[src/sleep_wake_pkg.sv]
package sleep_wake_pkg;

  // ==========================================================================
  // Register map (4-bit word address, 8-bit data)
  localparam logic [3:0] ADDR_CTRL = 4'h0;
  localparam logic [3:0] ADDR_WAKE_EN = 4'h1;
  localparam logic [3:0] ADDR_STATUS = 4'h2;
  localparam logic [3:0] ADDR_WDT_PERIOD = 4'h3;
  localparam logic [3:0] ADDR_WAKE_FLAGS = 4'h4;

  // ==========================================================================
  // Field positions
  localparam int CTRL_WDT_ENABLE_BIT = 0;
  localparam int CTRL_CRYSTAL_BIT = 1;
  localparam int CTRL_GIE_BIT = 2;
  localparam int STAT_TIMEOUT_N_BIT = 0;
  localparam int STAT_POWERDOWN_N_BIT = 1;
  localparam int STAT_ASLEEP_BIT = 2;
  localparam int STAT_STARTUP_BIT = 3;
  localparam int STAT_WAKE_IRQ_BIT = 4;

  // Wake-capable sources, one bit each
  localparam int WAKE_TIMER_ONE = 0;
  localparam int WAKE_ENHANCED_CAPTURE = 1;
  localparam int WAKE_ADC_ON_RC = 2;
  localparam int WAKE_EEPROM_DONE = 3;
  localparam int WAKE_COMPARATOR = 4;
  localparam int WAKE_PORT_CHANGE = 5;
  localparam int WAKE_EDGE_PIN = 6;
  localparam int WAKE_SERIAL_I2C = 7;
  localparam int WAKE_SOURCES = 8;

  // ==========================================================================
  // Reset values and counts
  localparam logic [7:0] WAKE_EN_RESET = 8'h00;
  localparam logic [7:0] WDT_PERIOD_RESET = 8'hff;
  localparam logic [7:0] WDT_PERIOD_LOW = 8'hff;
  localparam logic [10:0] OST_CYCLES = 11'h400;
  localparam logic [12:0] IRQ_VECTOR = 13'h0004;

  // ==========================================================================
  // Types
  typedef struct packed {
    logic global_irq_enable;
    logic crystal_mode;
    logic wdt_enable;
  } ctrl_type;

  localparam ctrl_type CTRL_RESET = '{global_irq_enable: 1'b0, crystal_mode: 1'b0,
                                      wdt_enable: 1'b0};

  typedef struct packed {
    logic [7:0] level;
    logic [7:0] enable;
  } io_drive_type;

  typedef enum logic [1:0] {
    ST_RUN = 2'b00,
    ST_SLEEP = 2'b01,
    ST_STARTUP = 2'b11,
    ST_RESUME = 2'b10
  } power_state_type;

endpackage : sleep_wake_pkg
[src/sleep_wake_control.sv]
// How it works
// Power-down is entered only on the core's power-down instruction strobe.
// Entering power-down clears the watchdog count; watchdog keeps counting asleep.
// Entry drives powerdown_flag_n to zero and timeout_flag_n to one.
// Oscillator driver stays off for the whole power-down period.
// Every I/O keeps its level and drive enable captured just before entry.
// Watchdog reset never drives the master clear pin; the pin is input only.
// Wake on master clear, enabled watchdog time-out, or enabled interrupt.
// Master clear wake resets the core; watchdog and interrupt wakes resume.
// Watchdog wake clears timeout_flag_n so software sees the cause.
// powerdown_flag_n is one at power-up, zero whenever power-down really happens.
// Wake sources are the eight listed clockless peripherals and pins only.
// No other peripheral can raise a wake request while asleep.
// Next program address is prefetched while the power-down instruction executes.
// Only a source's own enable gates wake; global enable does not matter.
// Interrupt wake with global enable clear just continues after the instruction.
// With global enable set, run next instruction then branch to vector 0004h.
// Pending enabled flag before entry makes the instruction a no-operation.
// Flag set during or after entry: full entry, then immediate wake.
// Every wake-up clears the watchdog count.
// Crystal mode holds the watchdog cleared until the start-up timer ends.
// Wake request is OR of enable AND flag, combinational, needs no clock.
//
// Local design decisions: the register offsets and the strobed register port.
`timescale 1ns/1ps
`default_nettype none

module sleep_wake_control
  import sleep_wake_pkg::*;
(
  input wire logic ref_clk, // 40 MHz system clock
  input wire logic nrst, // Asynchronous reset, active low
  input wire logic ce, // Clock enable, freezes all state when low
  input wire logic [3:0] reg_addr, // Register address
  input wire logic [7:0] reg_wdata, // Register write data
  input wire logic reg_wr, // Write strobe
  input wire logic reg_rd, // Read strobe
  output logic [7:0] reg_rdata, // Read data, one cycle after the strobe
  input wire logic sleep_instr, // Core executes the power-down instruction
  input wire logic watchdog_clear_instr, // Core executes the watchdog clear
  input wire logic [7:0] wake_flags, // Interrupt flags of the wake sources
  input wire io_drive_type io_core, // Port drive wanted by the core
  output io_drive_type io_pins, // Port drive applied to the pads
  input wire logic master_clear_pin_n, // External master clear pin level
  output logic master_clear_pin_out, // Pin output value, never driven
  output logic master_clear_pin_oe, // Pin output enable, never set
  output logic osc_driver_en, // Oscillator driver enable
  output logic asleep, // Device is in power-down
  output logic core_reset, // Reset request to the core
  output logic prefetch_next, // Core fetches the next address
  output logic core_resume, // Core continues after a wake-up
  output logic vector_branch, // Branch to the interrupt vector after next
  output logic [12:0] vector_addr, // Interrupt vector address
  output logic timeout_flag_n, // Time-out status flag, active low
  output logic powerdown_flag_n // Power-down status flag, active low
);

  // ==========================================================================
  // Registers
  ctrl_type ctrl;
  logic [7:0] wake_en;
  logic [7:0] wdt_period;
  power_state_type state;
  power_state_type next_state;
  logic [15:0] wdt_count;
  logic [10:0] ost_count;
  logic wake_by_irq;
  logic [2:0] master_clear_pin_n_sync;
  logic master_clear_pin_n_level_n;
  logic [7:0] wake_terms;
  logic wake_req;
  logic wdt_timeout;
  logic master_clear_pin_n_active;
  logic sleep_go;
  logic enter_sleep;
  logic wdt_wake;
  logic irq_wake;
  logic any_wake;

  always_ff @(posedge ref_clk or negedge nrst) begin
    if (!nrst) begin
      ctrl <= CTRL_RESET;
      wake_en <= WAKE_EN_RESET;
      wdt_period <= WDT_PERIOD_RESET;
    end else if (ce && reg_wr) begin
      case (reg_addr)
        ADDR_CTRL: begin
          ctrl.wdt_enable <= reg_wdata[CTRL_WDT_ENABLE_BIT];
          ctrl.crystal_mode <= reg_wdata[CTRL_CRYSTAL_BIT];
          ctrl.global_irq_enable <= reg_wdata[CTRL_GIE_BIT];
        end
        ADDR_WAKE_EN: wake_en <= reg_wdata;
        ADDR_WDT_PERIOD: wdt_period <= reg_wdata;
        default: ;
      endcase
    end
  end

  // Unmapped addresses read as zero; data stands only in the cycle after the strobe
  always_ff @(posedge ref_clk or negedge nrst) begin
    if (!nrst) begin
      reg_rdata <= 8'h00;
    end else if (ce) begin
      if (reg_rd) begin
        case (reg_addr)
          ADDR_CTRL: reg_rdata <= {5'h00, ctrl};
          ADDR_WAKE_EN: reg_rdata <= wake_en;
          ADDR_STATUS: begin
            reg_rdata <= 8'h00;
            reg_rdata[STAT_TIMEOUT_N_BIT] <= timeout_flag_n;
            reg_rdata[STAT_POWERDOWN_N_BIT] <= powerdown_flag_n;
            reg_rdata[STAT_ASLEEP_BIT] <= (state == ST_SLEEP);
            reg_rdata[STAT_STARTUP_BIT] <= (state == ST_STARTUP);
            reg_rdata[STAT_WAKE_IRQ_BIT] <= wake_by_irq;
          end
          ADDR_WDT_PERIOD: reg_rdata <= wdt_period;
          ADDR_WAKE_FLAGS: reg_rdata <= wake_flags;
          default: reg_rdata <= 8'h00;
        endcase
      end else begin
        reg_rdata <= 8'h00;
      end
    end
  end

  // ==========================================================================
  // Master clear pin: three stages, a change counts once stages two and three agree
  always_ff @(posedge ref_clk or negedge nrst) begin
    if (!nrst) begin
      master_clear_pin_n_sync <= 3'h7;
      master_clear_pin_n_level_n <= 1'b1;
    end else if (ce) begin
      master_clear_pin_n_sync <= {master_clear_pin_n_sync[1:0], master_clear_pin_n};
      if (master_clear_pin_n_sync[1] == master_clear_pin_n_sync[2]) begin
        master_clear_pin_n_level_n <= master_clear_pin_n_sync[2];
      end
    end
  end

  assign master_clear_pin_n_active = !master_clear_pin_n_level_n;

  // Pin is an input only; a watchdog reset goes to the core, never to the pin
  always_ff @(posedge ref_clk or negedge nrst) begin
    if (!nrst) begin
      master_clear_pin_out <= 1'b0;
      master_clear_pin_oe <= 1'b0;
    end else if (ce) begin
      master_clear_pin_out <= 1'b0;
      master_clear_pin_oe <= 1'b0;
    end
  end

  // ==========================================================================
  // Wake request, purely combinational so it works with the clocks stopped
  for (genvar i = 0; i < WAKE_SOURCES; i++) begin : g_wake
    assign wake_terms[i] = wake_en[i] & wake_flags[i];
  end

  assign wake_req = |wake_terms;

  assign wdt_timeout = ctrl.wdt_enable && (wdt_count == {wdt_period, WDT_PERIOD_LOW});
  assign sleep_go = sleep_instr && (state == ST_RUN) && !master_clear_pin_n_active;
  assign enter_sleep = sleep_go && !wake_req;
  assign wdt_wake = (state == ST_SLEEP) && !master_clear_pin_n_active && wdt_timeout;
  assign irq_wake = (state == ST_SLEEP) && !master_clear_pin_n_active && !wdt_timeout && wake_req;
  assign any_wake = wdt_wake || irq_wake;

  // ==========================================================================
  // Power state machine
  always_comb begin
    next_state = state;
    if (master_clear_pin_n_active) begin
      next_state = ST_RUN;
    end else begin
      case (state)
        ST_RUN: if (enter_sleep) next_state = ST_SLEEP;
        ST_SLEEP: if (any_wake) next_state = ctrl.crystal_mode ? ST_STARTUP : ST_RESUME;
        ST_STARTUP: if (ost_count == 11'h000) next_state = ST_RESUME;
        ST_RESUME: next_state = ST_RUN;
        default: next_state = ST_RUN;
      endcase
    end
  end

  always_ff @(posedge ref_clk or negedge nrst) begin
    if (!nrst) begin
      state <= ST_RUN;
      asleep <= 1'b0;
      osc_driver_en <= 1'b1;
    end else if (ce) begin
      state <= next_state;
      asleep <= (next_state == ST_SLEEP);
      osc_driver_en <= (next_state != ST_SLEEP);
    end
  end

  // Start-up timer lets a crystal settle before the core runs again
  always_ff @(posedge ref_clk or negedge nrst) begin
    if (!nrst) begin
      ost_count <= 11'h000;
    end else if (ce) begin
      if (state == ST_SLEEP) begin
        ost_count <= OST_CYCLES - 11'h001;
      end else if (state == ST_STARTUP && ost_count != 11'h000) begin
        ost_count <= ost_count - 11'h001;
      end
    end
  end

  // ==========================================================================
  // Watchdog counter
  always_ff @(posedge ref_clk or negedge nrst) begin
    if (!nrst) begin
      wdt_count <= 16'h0000;
    end else if (ce) begin
      if (!ctrl.wdt_enable) begin
        wdt_count <= 16'h0000;
      end else if (enter_sleep) begin
        wdt_count <= 16'h0000;
      end else if (any_wake || master_clear_pin_n_active) begin
        wdt_count <= 16'h0000;
      end else if (state == ST_STARTUP) begin
        wdt_count <= 16'h0000;
      end else if (watchdog_clear_instr && state == ST_RUN) begin
        wdt_count <= 16'h0000;
      end else if (wdt_timeout) begin
        wdt_count <= 16'h0000;
      end else begin
        wdt_count <= wdt_count + 16'h0001;
      end
    end
  end

  // ==========================================================================
  // Status flags; a no-operation entry leaves both untouched
  always_ff @(posedge ref_clk or negedge nrst) begin
    if (!nrst) begin
      timeout_flag_n <= 1'b1;
      powerdown_flag_n <= 1'b1;
    end else if (ce) begin
      if (enter_sleep) begin
        timeout_flag_n <= 1'b1;
        powerdown_flag_n <= 1'b0;
      end else if (wdt_wake) begin
        timeout_flag_n <= 1'b0;
      end else if (state == ST_RUN && wdt_timeout && !master_clear_pin_n_active) begin
        timeout_flag_n <= 1'b0;
        powerdown_flag_n <= 1'b1;
      end else if (state == ST_RUN && watchdog_clear_instr) begin
        timeout_flag_n <= 1'b1;
        powerdown_flag_n <= 1'b1;
      end
    end
  end

  // ==========================================================================
  // Core handshakes
  always_ff @(posedge ref_clk or negedge nrst) begin
    if (!nrst) begin
      core_reset <= 1'b0;
      prefetch_next <= 1'b0;
    end else if (ce) begin
      // Awake watchdog time-out resets the core only; the pin is left alone
      core_reset <= master_clear_pin_n_active || (state == ST_RUN && wdt_timeout);
      prefetch_next <= sleep_go;
    end
  end

  always_ff @(posedge ref_clk or negedge nrst) begin
    if (!nrst) begin
      wake_by_irq <= 1'b0;
    end else if (ce) begin
      if (irq_wake) begin
        wake_by_irq <= 1'b1;
      end else if (wdt_wake || enter_sleep) begin
        wake_by_irq <= 1'b0;
      end
    end
  end

  // Global enable only decides whether the vector follows, never whether we wake
  always_ff @(posedge ref_clk or negedge nrst) begin
    if (!nrst) begin
      core_resume <= 1'b0;
      vector_branch <= 1'b0;
      vector_addr <= 13'h0000;
    end else if (ce) begin
      core_resume <= (state == ST_RESUME) && !master_clear_pin_n_active;
      vector_branch <= (state == ST_RESUME) && !master_clear_pin_n_active && wake_by_irq
                       && ctrl.global_irq_enable;
      if (state == ST_RESUME && wake_by_irq && ctrl.global_irq_enable) begin
        vector_addr <= IRQ_VECTOR;
      end
    end
  end

  // ==========================================================================
  // I/O hold: drive state frozen at entry, so the pads do not glitch asleep
  for (genvar b = 0; b < 8; b++) begin : g_io_hold
    always_ff @(posedge ref_clk or negedge nrst) begin
      if (!nrst) begin
        io_pins.level[b] <= 1'b0;
        io_pins.enable[b] <= 1'b0;
      end else if (ce && next_state != ST_SLEEP) begin
        io_pins.level[b] <= io_core.level[b];
        io_pins.enable[b] <= io_core.enable[b];
      end else if (ce && state != ST_SLEEP) begin
        io_pins.level[b] <= io_core.level[b];
        io_pins.enable[b] <= io_core.enable[b];
      end
    end
  end
endmodule : sleep_wake_control

`default_nettype wire

[config.mk]
export PLATFORM = sky130hd
export DESIGN_NAME = sleep_wake_control
export DESIGN_NICKNAME = d
export VERILOG_FILES = /design/src/sleep_wake_pkg.sv /design/src/sleep_wake_control.sv
export SDC_FILE = /design/constraint.sdc
export NUM_CORES = 1
export LEC_CHECK = 0
export ABC_AREA = 1
export BUFFER_PORTS_ARGS = -buffer_cell sky130_fd_sc_hd__buf_2
export CORE_ASPECT_RATIO = 0.9
export CORE_MARGIN = 5
export CORE_UTILIZATION = 55
export CTS_BUF_LIST = sky130_fd_sc_hd__clkbuf_8
export DETAILED_ROUTE_END_ITERATION = 16
export GPL_TIMING_DRIVEN = 0
export MAX_ROUTING_LAYER = met4
export PLACE_DENSITY_LB_ADDON = 0.1
export SYNTH_ARGS = -nofsm -noshare
export SYNTH_HDL_FRONTEND = slang
export SYNTH_SLANG_ARGS = --single-unit
[constraint.sdc]
create_clock -name ref_clk -period 2.3 [get_ports ref_clk]
set_input_delay 0.345 -clock ref_clk [delete_from_list [all_inputs] [get_ports ref_clk]]
set_output_delay 0.345 -clock ref_clk [all_outputs]
set_load 0.02 [all_outputs]
* Word-level counts from Yosys, hierarchy flattened *
Index checks and enable logic that the tools add are counted.

operators by class
  reduce and logical (&&, ||, !) cells = 46
  mux-type cells = 57
  bitwise logic cells = 8
  equality and inequality tests = 13
  $add $sub $neg = 2

operator list
  kind                                                  count
  2-to-1 mux 16 bit                                     6
  2-to-1 mux 1 bit                                      42
  one-hot mux 8 bit (5 select lines)                    1
  2-to-1 mux 11 bit                                     2
  logical AND 1 bit                                     20
  adder 16 x 1 -> 16 bit (second input constant)        1
  equality test 16 bit                                  1
  AND reduction 2 bit                                   8
  zero test 11 bit                                      1
  nonzero test 11 bit                                   1
  subtractor 11 x 1 -> 11 bit (second input constant)   1
  bitwise AND 1 bit                                     8
  equality test 4 x 2 -> 1 bit (second input constant)  2
  2-to-1 mux 2 bit                                      4
  2-to-1 mux 8 bit                                      1
  one-hot mux 2 bit (4 select lines)                    1
  OR reduction 8 bit                                    1
  nonzero test 2 bit                                    3
  equality test 2 x 1 -> 1 bit (second input constant)  2
  equality test 2 bit (second input constant)           2
  equality test 4 x 1 -> 1 bit (second input constant)  1
  equality test 4 x 3 -> 1 bit (second input constant)  1
  zero test 4 bit                                       1
  logical OR 1 bit                                      4
  8 further kinds                                       11

storage, ports and cells
  input port bits = 44
  logic and storage cells = 163
  output and inout bits = 47
  register bits = 86

* Logic depth before layout (Yosys ltp) *
Gate-level depths: netlist of run 1.

  depth in word-level cells = 12
  depth in mapped cells = 17
  mapped depth without buffers = 16

* Worst setup path after synthesis of run 1 *
No wires, ideal clock.

  path kind = register to register
  from = reg wdt_count[0]
  to = reg io_pins[0] (netlist name)
  period minus slack after synthesis = 1868 ps
  data required time = 2183 ps
  library setup time = 117 ps
  setup slack = 432 ps
  cell stages (with the launch flop) = 16
  path buffers = 1
  arrival = 1751 ps
  path through = dfrtp_1 ha_1 nand3_2 nor2_4 nand2_2 nor2_4 nand3_2 nand2_2 nand2_1 nand2_1 nand2_1 nand3_2 nand2_4 buf_4 nand3_1 nand2_1

between the ends
  longest elaborated chain between the ends = 12
  elaborated cells between the ends (all ways) = 14
  those cells by class = eq/ne (2); mux (4); reduce/logical (8)

RTL lines
  what                                                    RTL line                   source
  from (decl)                                             sleep_wake_control.sv:65   logic [15:0] wdt_count;
  from (signal assigned)                                  sleep_wake_control.sv:229  wdt_count <= wdt_count + 16'h0001;
  equality test 16 bit *                                  sleep_wake_control.sv:161  assign wdt_timeout = ctrl.wdt_enable && (wdt_count == {wdt_period, WDT_PERIOD_LOW});
  logical AND 1 bit *                                     sleep_wake_control.sv:161
  zero test 1 bit                                         sleep_wake_control.sv:165  assign irq_wake = (state == ST_SLEEP) && !master_clear_pin_n_active && !wdt_timeout && wake_req;
  logical AND 1 bit (2 in a row)                          sleep_wake_control.sv:165
  logical OR 1 bit *                                      sleep_wake_control.sv:166  assign any_wake = wdt_wake || irq_wake;
  2-to-1 mux 2 bit *                                      sleep_wake_control.sv:177  ST_SLEEP: if (any_wake) next_state = ctrl.crystal_mode ? ST_STARTUP : ST_RESUME;
  one-hot mux 2 bit (4 select lines) *                    sleep_wake_control.sv:175  case (state)
  2-to-1 mux 2 bit *                                      sleep_wake_control.sv:172  if (master_clear_pin_n_active) begin
  != test 2 x 1 -> 1 bit *                                sleep_wake_control.sv:304  end else if (ce && next_state != ST_SLEEP) begin
  logical AND 1 bit *                                     sleep_wake_control.sv:304
  2-to-1 mux 1 bit or nonzero test 2 bit (tied branches)  -
  to (decl)                                               sleep_wake_control.sv:43   output io_drive_type io_pins,

Every way passes the cells marked *; elsewhere a longest branch is shown, timed or not.
A chain may end at the register's enable or synchronous reset.

* Final worst setup path of run 1 *
  from = reg master_clear_pin_n_level_n
  to = reg io_pins[1] (netlist name)

between the ends
  longest elaborated chain between the ends = 10
  elaborated cells between the ends (all ways) = 15
  those cells by class = eq/ne (1); mux (5); reduce/logical (9)

RTL lines
  what                                                    RTL line                                              source
  from (decl)                                             sleep_wake_control.sv:69                              logic master_clear_pin_n_level_n;
  from (signal assigned)                                  sleep_wake_control.sv:135                             master_clear_pin_n_level_n <= master_clear_pin_n_sync[2];
  logical AND 1 bit                                       sleep_wake_control.sv:164, sleep_wake_control.sv:165
  logical AND 1 bit (2 in a row)                          sleep_wake_control.sv:165
  logical OR 1 bit                                        sleep_wake_control.sv:166
  2-to-1 mux 2 bit                                        sleep_wake_control.sv:177
  one-hot mux 2 bit (4 select lines)                      sleep_wake_control.sv:175
  2-to-1 mux 2 bit *                                      sleep_wake_control.sv:172
  != test 2 x 1 -> 1 bit *                                sleep_wake_control.sv:304
  logical AND 1 bit *                                     sleep_wake_control.sv:304
  2-to-1 mux 1 bit or nonzero test 2 bit (tied branches)  -

Marked as above.

==> metrics.md, run 1 <==
| Metric | Value |
|---|---|
| Status | finished clean |
| Leakage Power | 0.002551 uW |
| IO buf count | 75 |
| Arrival @ worst endpoint | 2.38 ns |
| Number of synthesized flops with an enable pin | 0 |
| Clock Sink Count | 86 |
| Crit path capture type | register |
| Clk_lat worst skew | between 0.3 and 0.4 ns |
| Clock transition at path regs | 0.09 ns |
| Total Routing Usage GR | 0.2323 |
| Startpoint Class | register |
| Worst-Margin Slew | 0.9531 ns |
| Slew Limit Fails | 0 |
| Antenna violations before repair | 0 |
| Drt pass-1 iters | 5 |
| Full die area | 0.009836 mm2 |
| Hold Crit Class | in2reg |
| Switching pwr | 1025 uW |
| CP Max Fanout | 10 |
| Final setup vio count | 0 |
| Vert. Die Dim | 94.59 um |
| Fmax achieved | about 470 MHz |
| Gpl congestion | approximately 0.92 |
| Layout area overhead | 19.08% |
| Initial Utilization | 0.5711 |
| GR Overflow Total | 0 |
| Most common cell after layout, fill and taps aside | nand2_1 |
| Detailed Route WL | 10.67 mm |
| Io pins | just over 90 |
| Clock share of power | 0.344 |
| Vias in the first global route | ~3800 |
| CP cell instances | inv_1, nor2_1, nand2_1, nor2_2, inv_1, nand2_1, nand3_2, nand2_4, nand2_4, buf_8, nand2_1, nand2_1 |
| DR vias | 3867 |
| Pin count of the biggest net entering global routing | 45 |
| Slew HR | 0.3597 |
| H-tree levels | 3 |
| Flops & latches, synth | 86 |
| Max IR drop VDD | 0.4324 mV |
| P_int | 2557 uW |
| Row count | 30 |
| Worst path buffer plus inverter count | 3 |
| Avg Synthesized Cell Area | 8.143 um2 |
| Pwr Density | 687.8 mW/mm2 |
| Fraction of registers with async set/reset | 1.000 |
| Largest area contributor in the synthesized netlist | dfrtp_1 |
| DP HPWL | 7.997 mm |
| CTS root buf | clkbuf_8 |
| Residual DRC count | 0 |
| CP max stage delay | 0.63 ns |
| Antenna Cells | 0 |
| CP most frequent cell | nand2_1 |
| Ys flop type | dfrtp_1 |
| Register area share after synthesis | 0.4964 |
| Switching share of power | 0.2862 |
| Final total power | 3582 uW |
| CTS tree | done |
| Mapped Cells | 537 |
| CP required | 2.55 ns |
| Crit path kind | reg2reg |
| TritonCTS Buffers | 9 |
| Period utilization | 0.9251 |
| Sequential Power Share | 0.500 |
| Initial DRC count | just under 200 |
| Max cap viols | 0 |
| FILL cells | around 660 |
| Post-synth cell types | 41 |
| Tmin final | 2.128 ns |
| Share of cells above drive strength 1 | 0.2364 |
| Die W | about 100 um |
| CTS max path bufs | 2 |
| First-pass GRT wire length | 18.06 mm |
| Top area cells in the synthesized netlist | dfrtp_1 (41%), nand2_1 (12%), dfstp_2 (9.0%), o21ai_0 (6.5%), inv_1 (5.3%) |
| Setup TNS Final | 0 ns |
| Most frequent cells in the layout | nand2_1 (140), buf_2 (74), dfrtp_1 (71) |
| Synthesis Warnings | 0 |
| Core ar. | about 0.0077 mm2 |
| Wire per inst | 14.43 um |
| Nets | 684 |
| Final Hold Vio Count | 0 |
| CP delay by family, top | simple AND/OR/NAND/NOR gates |
| Crit-path slowest cell | dfstp_2 |
| Yosys top cell area share | 0.4063 |
| Cell Area, Synth | about 0.0044 mm2 |
| Via density | 5.233 |
| Logic pwr share | 0.156 |
| Final worst clock skew | 0.007996 ns |
| Post-route ant nets | 0 |
[timing repair]
action                     4_1_cts  5_1_grt
hold endpoints to repair        37        0
setup endpoints to repair        0       16
hold buffers                     1        0
setup buffers                    0        1
resized for setup                0        7
[stage by stage]
stage / instance area (um2) / hold WS, ns / util / cells / setup WS, ns
after floorplan: 4422 / 0.04941 / - / 550 / 0.4317
after global placement: 4917 / 0.4578 / 0.6422 / 721 / 0.09484
after detailed placement: 4940 / 0.3764 / 0.6451 / 722 / 0.07434
after CTS: 5182 / 0.1652 / 0.6768 / 739 / 0.1100
after global routing: 5207 / 0.1728 / 0.6801 / 739 / -0.02792
final: 5207 / 0.1799 / 0.6801 / 739 / 0.1722
[power by group through the flow]
stage | clock network [uW] | registers (uW) | logic (uW)
2_1_floorplan | 0 | 1830 | 321
3_3_place_gp | 0 | 1810 | 530
3_5_place_dp | 0 | 1810 | 551
4_1_cts | 1250 | 1790 | 554
5_1_grt | 1320 | 1810 | 636
6_report | 1230 | 1790 | 559
[final timing paths]
| check | startpoint | end | slack, ns | depth (start not counted) |
|---|---|---|---|---|
| max reg2reg | master_clear_pin_n_level_n$_DFFE_PN1P_ | io_pins[1]$_DFFE_PN0P_ | 0.17 | 12 |
| min reg2reg | osc_driver_en$_DFFE_PN1P_ | osc_driver_en$_DFFE_PN1P_ | 0.47 | 2 |
| max | master_clear_pin_n_level_n$_DFFE_PN1P_ | io_pins[1]$_DFFE_PN0P_ | 0.17 | 12 |
| min in group asynchronous | nrst | wdt_count[6]$_DFFE_PN0P_ | 0.52 | 2 |
| max in group asynchronous | nrst | wdt_period[3]$_DFFE_PN1P_ | 1.11 | 3 |
| min | io_core[0] | io_pins[0]$_DFFE_PN0P_ | 0.18 | 3 |
[flip-flops by register name, indices dropped and copies added, names as in the netlist, 2 cells and up]
name,count
ctrl,3
wake_en,8
ost_count,11
state,2
wdt_count,16
reg_rdata,8
io_pins,16
wdt_period,8
master_clear_pin_n_sync,3
[kinds of logic after synthesis]
kind of cell             after synthesis  synth area share
XOR/XNOR                              12           0.02403
AO/OA/AOI/OAI                        106            0.1402
flip-flops                            86            0.4964
AND/OR/NAND/NOR                      237            0.2360
buffers and inverters                 93           0.09671
adder cells (fa/ha/maj)                2          0.005722
other                                  1         0.0008575
[layout make-up]
type	count	area (um2)	area share
tap	96	120.1	0.02307
timing repair buffer	78	415.4	0.07977
inverter	66	247.7	0.04757
multi-input combinational	371	1851	0.3554
sequential	86	2171	0.4169
buffer	26	170.2	0.03268
clock inverter	5	81.33	0.01562
clock buffer	11	151.4	0.02907
[worst min-delay path: stages]
cell     delay (ns)
buf_2          0.07
nand2_1        0.04
nand2_1        0.04
[metal layers]
metal  routed length, um  GRT usage
met5                   0          -
met4                  90    0.04207
met3                 828    0.06015
met2                4892     0.3657
met1                4853     0.3104
[Yosys cell counts (2+ instances only)]
library cell / number
o31ai_1: 3
inv_1: 62
a31oi_1: 4
o211ai_1: 3
a22o_1: 2
or2_2: 2
nand2_2: 5
xor2_1: 10
a21oi_1: 13
o22ai_1: 10
inv_2: 4
xnor2_1: 2
nor3_1: 7
a221oi_1: 4
dfrtp_1: 71
nor2_1: 34
nor2_4: 2
ha_1: 2
nand4_1: 6
a211oi_1: 3
nand3_1: 32
o21ai_0: 57
nand2_4: 2
o2bb2ai_1: 3
nand2_1: 140
nand3_2: 3
nand3b_1: 2
buf_4: 16
clkbuf_1: 7
dfstp_2: 15
(Power assumes the default switching activity.)
==> run 2: changes to the inputs <==
--- a/config.mk
+++ b/config.mk
@@ -7,9 +7,11 @@
 export LEC_CHECK = 0
 export ABC_AREA = 1
 export BUFFER_PORTS_ARGS = -buffer_cell sky130_fd_sc_hd__buf_2
-export CORE_ASPECT_RATIO = 0.9
+export CELL_PAD_IN_SITES_DETAIL_PLACEMENT = 1
+export CELL_PAD_IN_SITES_GLOBAL_PLACEMENT = 1
+export CORE_ASPECT_RATIO = 0.6
 export CORE_MARGIN = 5
-export CORE_UTILIZATION = 55
+export CORE_UTILIZATION = 42
 export CTS_BUF_LIST = sky130_fd_sc_hd__clkbuf_8
 export DETAILED_ROUTE_END_ITERATION = 16
 export GPL_TIMING_DRIVEN = 0
==> run 2 against run 1 <==
Net effect:
- utilization fell by 15 points
- via count is 5.9% higher
- critical endpoint is now io_pins[13]$_DFFE_PN0P_
- total power about the same
- combinational power rose by 5.0%
- worst setup slack worse by 0.017 ns
- routed wire length is 24% higher
- clock skew increased by 0.0021 ns
- first-iteration DRC count grew 19%
==> metrics.md, run 2 (synthesis gave the netlist of run 1 again) <==
| Metric | Value |
|---|---|
| DR vias | 4096 (was 3867) |
| Share of cells above drive strength 1 | 0.2399 (was 0.2364) |
| Drt pass-1 iters | 5 (unchanged) |
| Total Routing Usage GR | 0.2282 (was 0.2323) |
| Max cap viols | 0 (unchanged) |
| Hold WS | 0.1676 ns (was 0.1799 ns) |
| Detailed Route WL | 13.24 mm (was 10.67 mm) |
| Initial Utilization | 0.4364 (was 0.5711) |
| FILL cells | 1286 (was 658) |
| Most frequent cells in the layout | nand2_1 (140), buf_2 (74), dfrtp_1 (70) (was nand2_1 (140), buf_2 (74), dfrtp_1 (71)) |
| CP Max Fanout | 10 (unchanged) |
| TritonCTS Buffers | 9 (unchanged) |
| CP required | 2.60 ns (was 2.55 ns) |
| Placement Setup Slack | -0.1711 ns (was 0.07434 ns) |
| Hold Crit Class | in2reg (unchanged) |
| CTS max path bufs | 2 (unchanged) |
| Post-route ant nets | 0 (unchanged) |
| Via density | 5.245 (was 5.233) |
| RSZ-0062 raised after global routing | yes |
| Final setup vio count | 0 (unchanged) |
| Pwr Density | 677.8 mW/mm2 (was 687.8 mW/mm2) |
| H-tree levels | 3 (unchanged) |
| Max IR drop VDD | 0.3652 mV (was 0.4324 mV) |
| Status | finished clean (unchanged) |
| Antenna Cells | 0 (unchanged) |
| Worst-Margin Slew | 0.9863 ns (was 0.9531 ns) |
| Wire per inst | 16.96 um (was 14.43 um) |
| Residual DRC count | 0 (unchanged) |
| CTS tree | done (unchanged) |
| Most common cell after layout, fill and taps aside | nand2_1 (unchanged) |
| Antenna violations before repair | 0 (unchanged) |
| Full die area | 0.01262 mm2 (was 0.009836 mm2) |
| Pin count of the biggest net entering global routing | 47 (was 45) |
| Final Hold Vio Count | 0 (unchanged) |
| DP HPWL | 10.15 mm (was 7.997 mm) |
| Final total power | 3581 uW (was 3582 uW) |
| Initial DRC count | 235 (was 198) |
| Final worst slack | 0.1552 ns (was 0.1722 ns) |
| CTS root buf | clkbuf_8 (unchanged) |
| Slew HR | 0.3374 (was 0.3597) |
| Vert. Die Dim | 89.04 um (was 94.59 um) |
| Nets | 687 (was 684) |
| Crit path capture type | register (unchanged) |
| Core ar. | 0.01002 mm2 (was 0.007657 mm2) |
| Vias in the first global route | 4220 (was 3768) |
| Startpoint Class | register (unchanged) |
| Tmin final | 2.145 ns (was 2.128 ns) |
| Clk_lat worst skew | 0.37 ns (was 0.36 ns) |
| Row count | 28 (was 30) |
| Fmax achieved | 466.2 MHz (was 470.0 MHz) |
| Slew Limit Fails | 0 (unchanged) |
| Gpl congestion | 0.9016 (was 0.9230) |
| Leakage Power | 0.002569 uW (was 0.002551 uW) |
| Clock Sink Count | 86 (unchanged) |
| Layout area overhead | 20.83% (was 19.08%) |
| Io pins | 91 (unchanged) |
| Die W | 141.7 um (was 104.0 um) |
| First-pass GRT wire length | 21.71 mm (was 18.06 mm) |
| IO buf count | 75 (unchanged) |
| Arrival @ worst endpoint | 2.45 ns (was 2.38 ns) |
| Final worst clock skew | 0.01009 ns (was 0.007996 ns) |
| Setup TNS Final | 0 ns (unchanged) |
| Finished Core Util | 0.5273 (was 0.6801) |
| Period utilization | 0.9325 (was 0.9251) |
| GR Overflow Total | 0 (unchanged) |
| Crit path kind | reg2reg (unchanged) |
| Clock transition at path regs | 0.09 ns (about the same) |
-- run 2: cell count changes in the layout (fill, tap and decap cells not counted), sizes merged --
| cell | before | now |
|---|---|---|
| clkbuf | 19 | 18 |
| buf | 95 | 98 |
| clkinv | 2 | 0 |
| inv | 66 | 69 |
-- run 2: final cells by class --
type | count | area (um2) | area share
plain buffers | 26 | 170.2 | 0.03220
well taps | 135 | 168.9 | 0.03197
multi-input cells | 371 | 1863 | 0.3526
repair buffers | 81 | 445.4 | 0.08430
clock buffers | 10 | 137.6 | 0.02605
inverters | 66 | 247.7 | 0.04689
clock inverters | 6 | 78.83 | 0.01492
flip-flops and latches | 86 | 2172 | 0.4111
-- run 2: path summary, 6_finish.rpt --
path | startpoint | endpoint | slack, ns | cells after the start
min | io_core[15] | io_pins[15]$_DFFE_PN0P_ | 0.17 | 3
max | wdt_count[0]$_DFFE_PN0P_ | io_pins[13]$_DFFE_PN0P_ | 0.16 | 16
max reg2reg | wdt_count[0]$_DFFE_PN0P_ | io_pins[13]$_DFFE_PN0P_ | 0.16 | 16
min in group asynchronous | nrst | wake_en[3]$_DFFE_PN0P_ | 0.52 | 2
min reg2reg | osc_driver_en$_DFFE_PN1P_ | osc_driver_en$_DFFE_PN1P_ | 0.48 | 2
max in group asynchronous | nrst | master_clear_pin_n_sync[1]$_DFFE_PN1P_ | 1.08 | 3
-- run 2: timing repair --
action / 4_1_cts / 5_1_grt
hold endpoints to repair: 35 / 0
hold buffers: 1 / 0
resized for setup: 1 / 10
pin swaps: 0 / 1
setup endpoints to repair: 10 / 31
buffers inserted: 0 / 4
-- run 2: metal layers --
metal | up-vias | global-route usage | share of wire
met3 | 12 | 0.04383 | 0.058
met2 | 120 | 0.3405 | 0.44
met5 | - | - | 0
met1 | 2024 | 0.3227 | 0.49
met4 | 0 | 0.05575 | 0.010
li1 | 1940 | - | -
-- run 2: metrics by stage --
step	area, um2	std cells
finish	5284	781
floorplan	4422	550
global route	5284	781
CTS	5225	778
detailed placement	4996	761
global placement	4966	760
-- run 2: power breakdown --
part / internal, uW / leakage, uW / total, uW / switching, uW
Combinational: 209 / 0.00139 / 587 / 378
Sequential: 1680 / 0.00106 / 1810 / 128
Clock: 631 / 0.000116 / 1190 / 558
Total: 2520 / 0.00257 / 3580 / 1060
-- run 2: worst max-delay path: stages, from the launching register on --
cell	delay (ns)
dfrtp_1	0.41
ha_2	0.25
nand3_4	0.10
nor2_4	0.15
nand2_2	0.08
nor2_4	0.13
nand3_2	0.10
nand2_2	0.10
nand2_1	0.05
nand2_1	0.05
nand2_1	0.07
nand3_2	0.11
nand2_4	0.11
nand2_4	0.12
buf_8	0.14
nand2_1	0.06
nand2_1	0.05
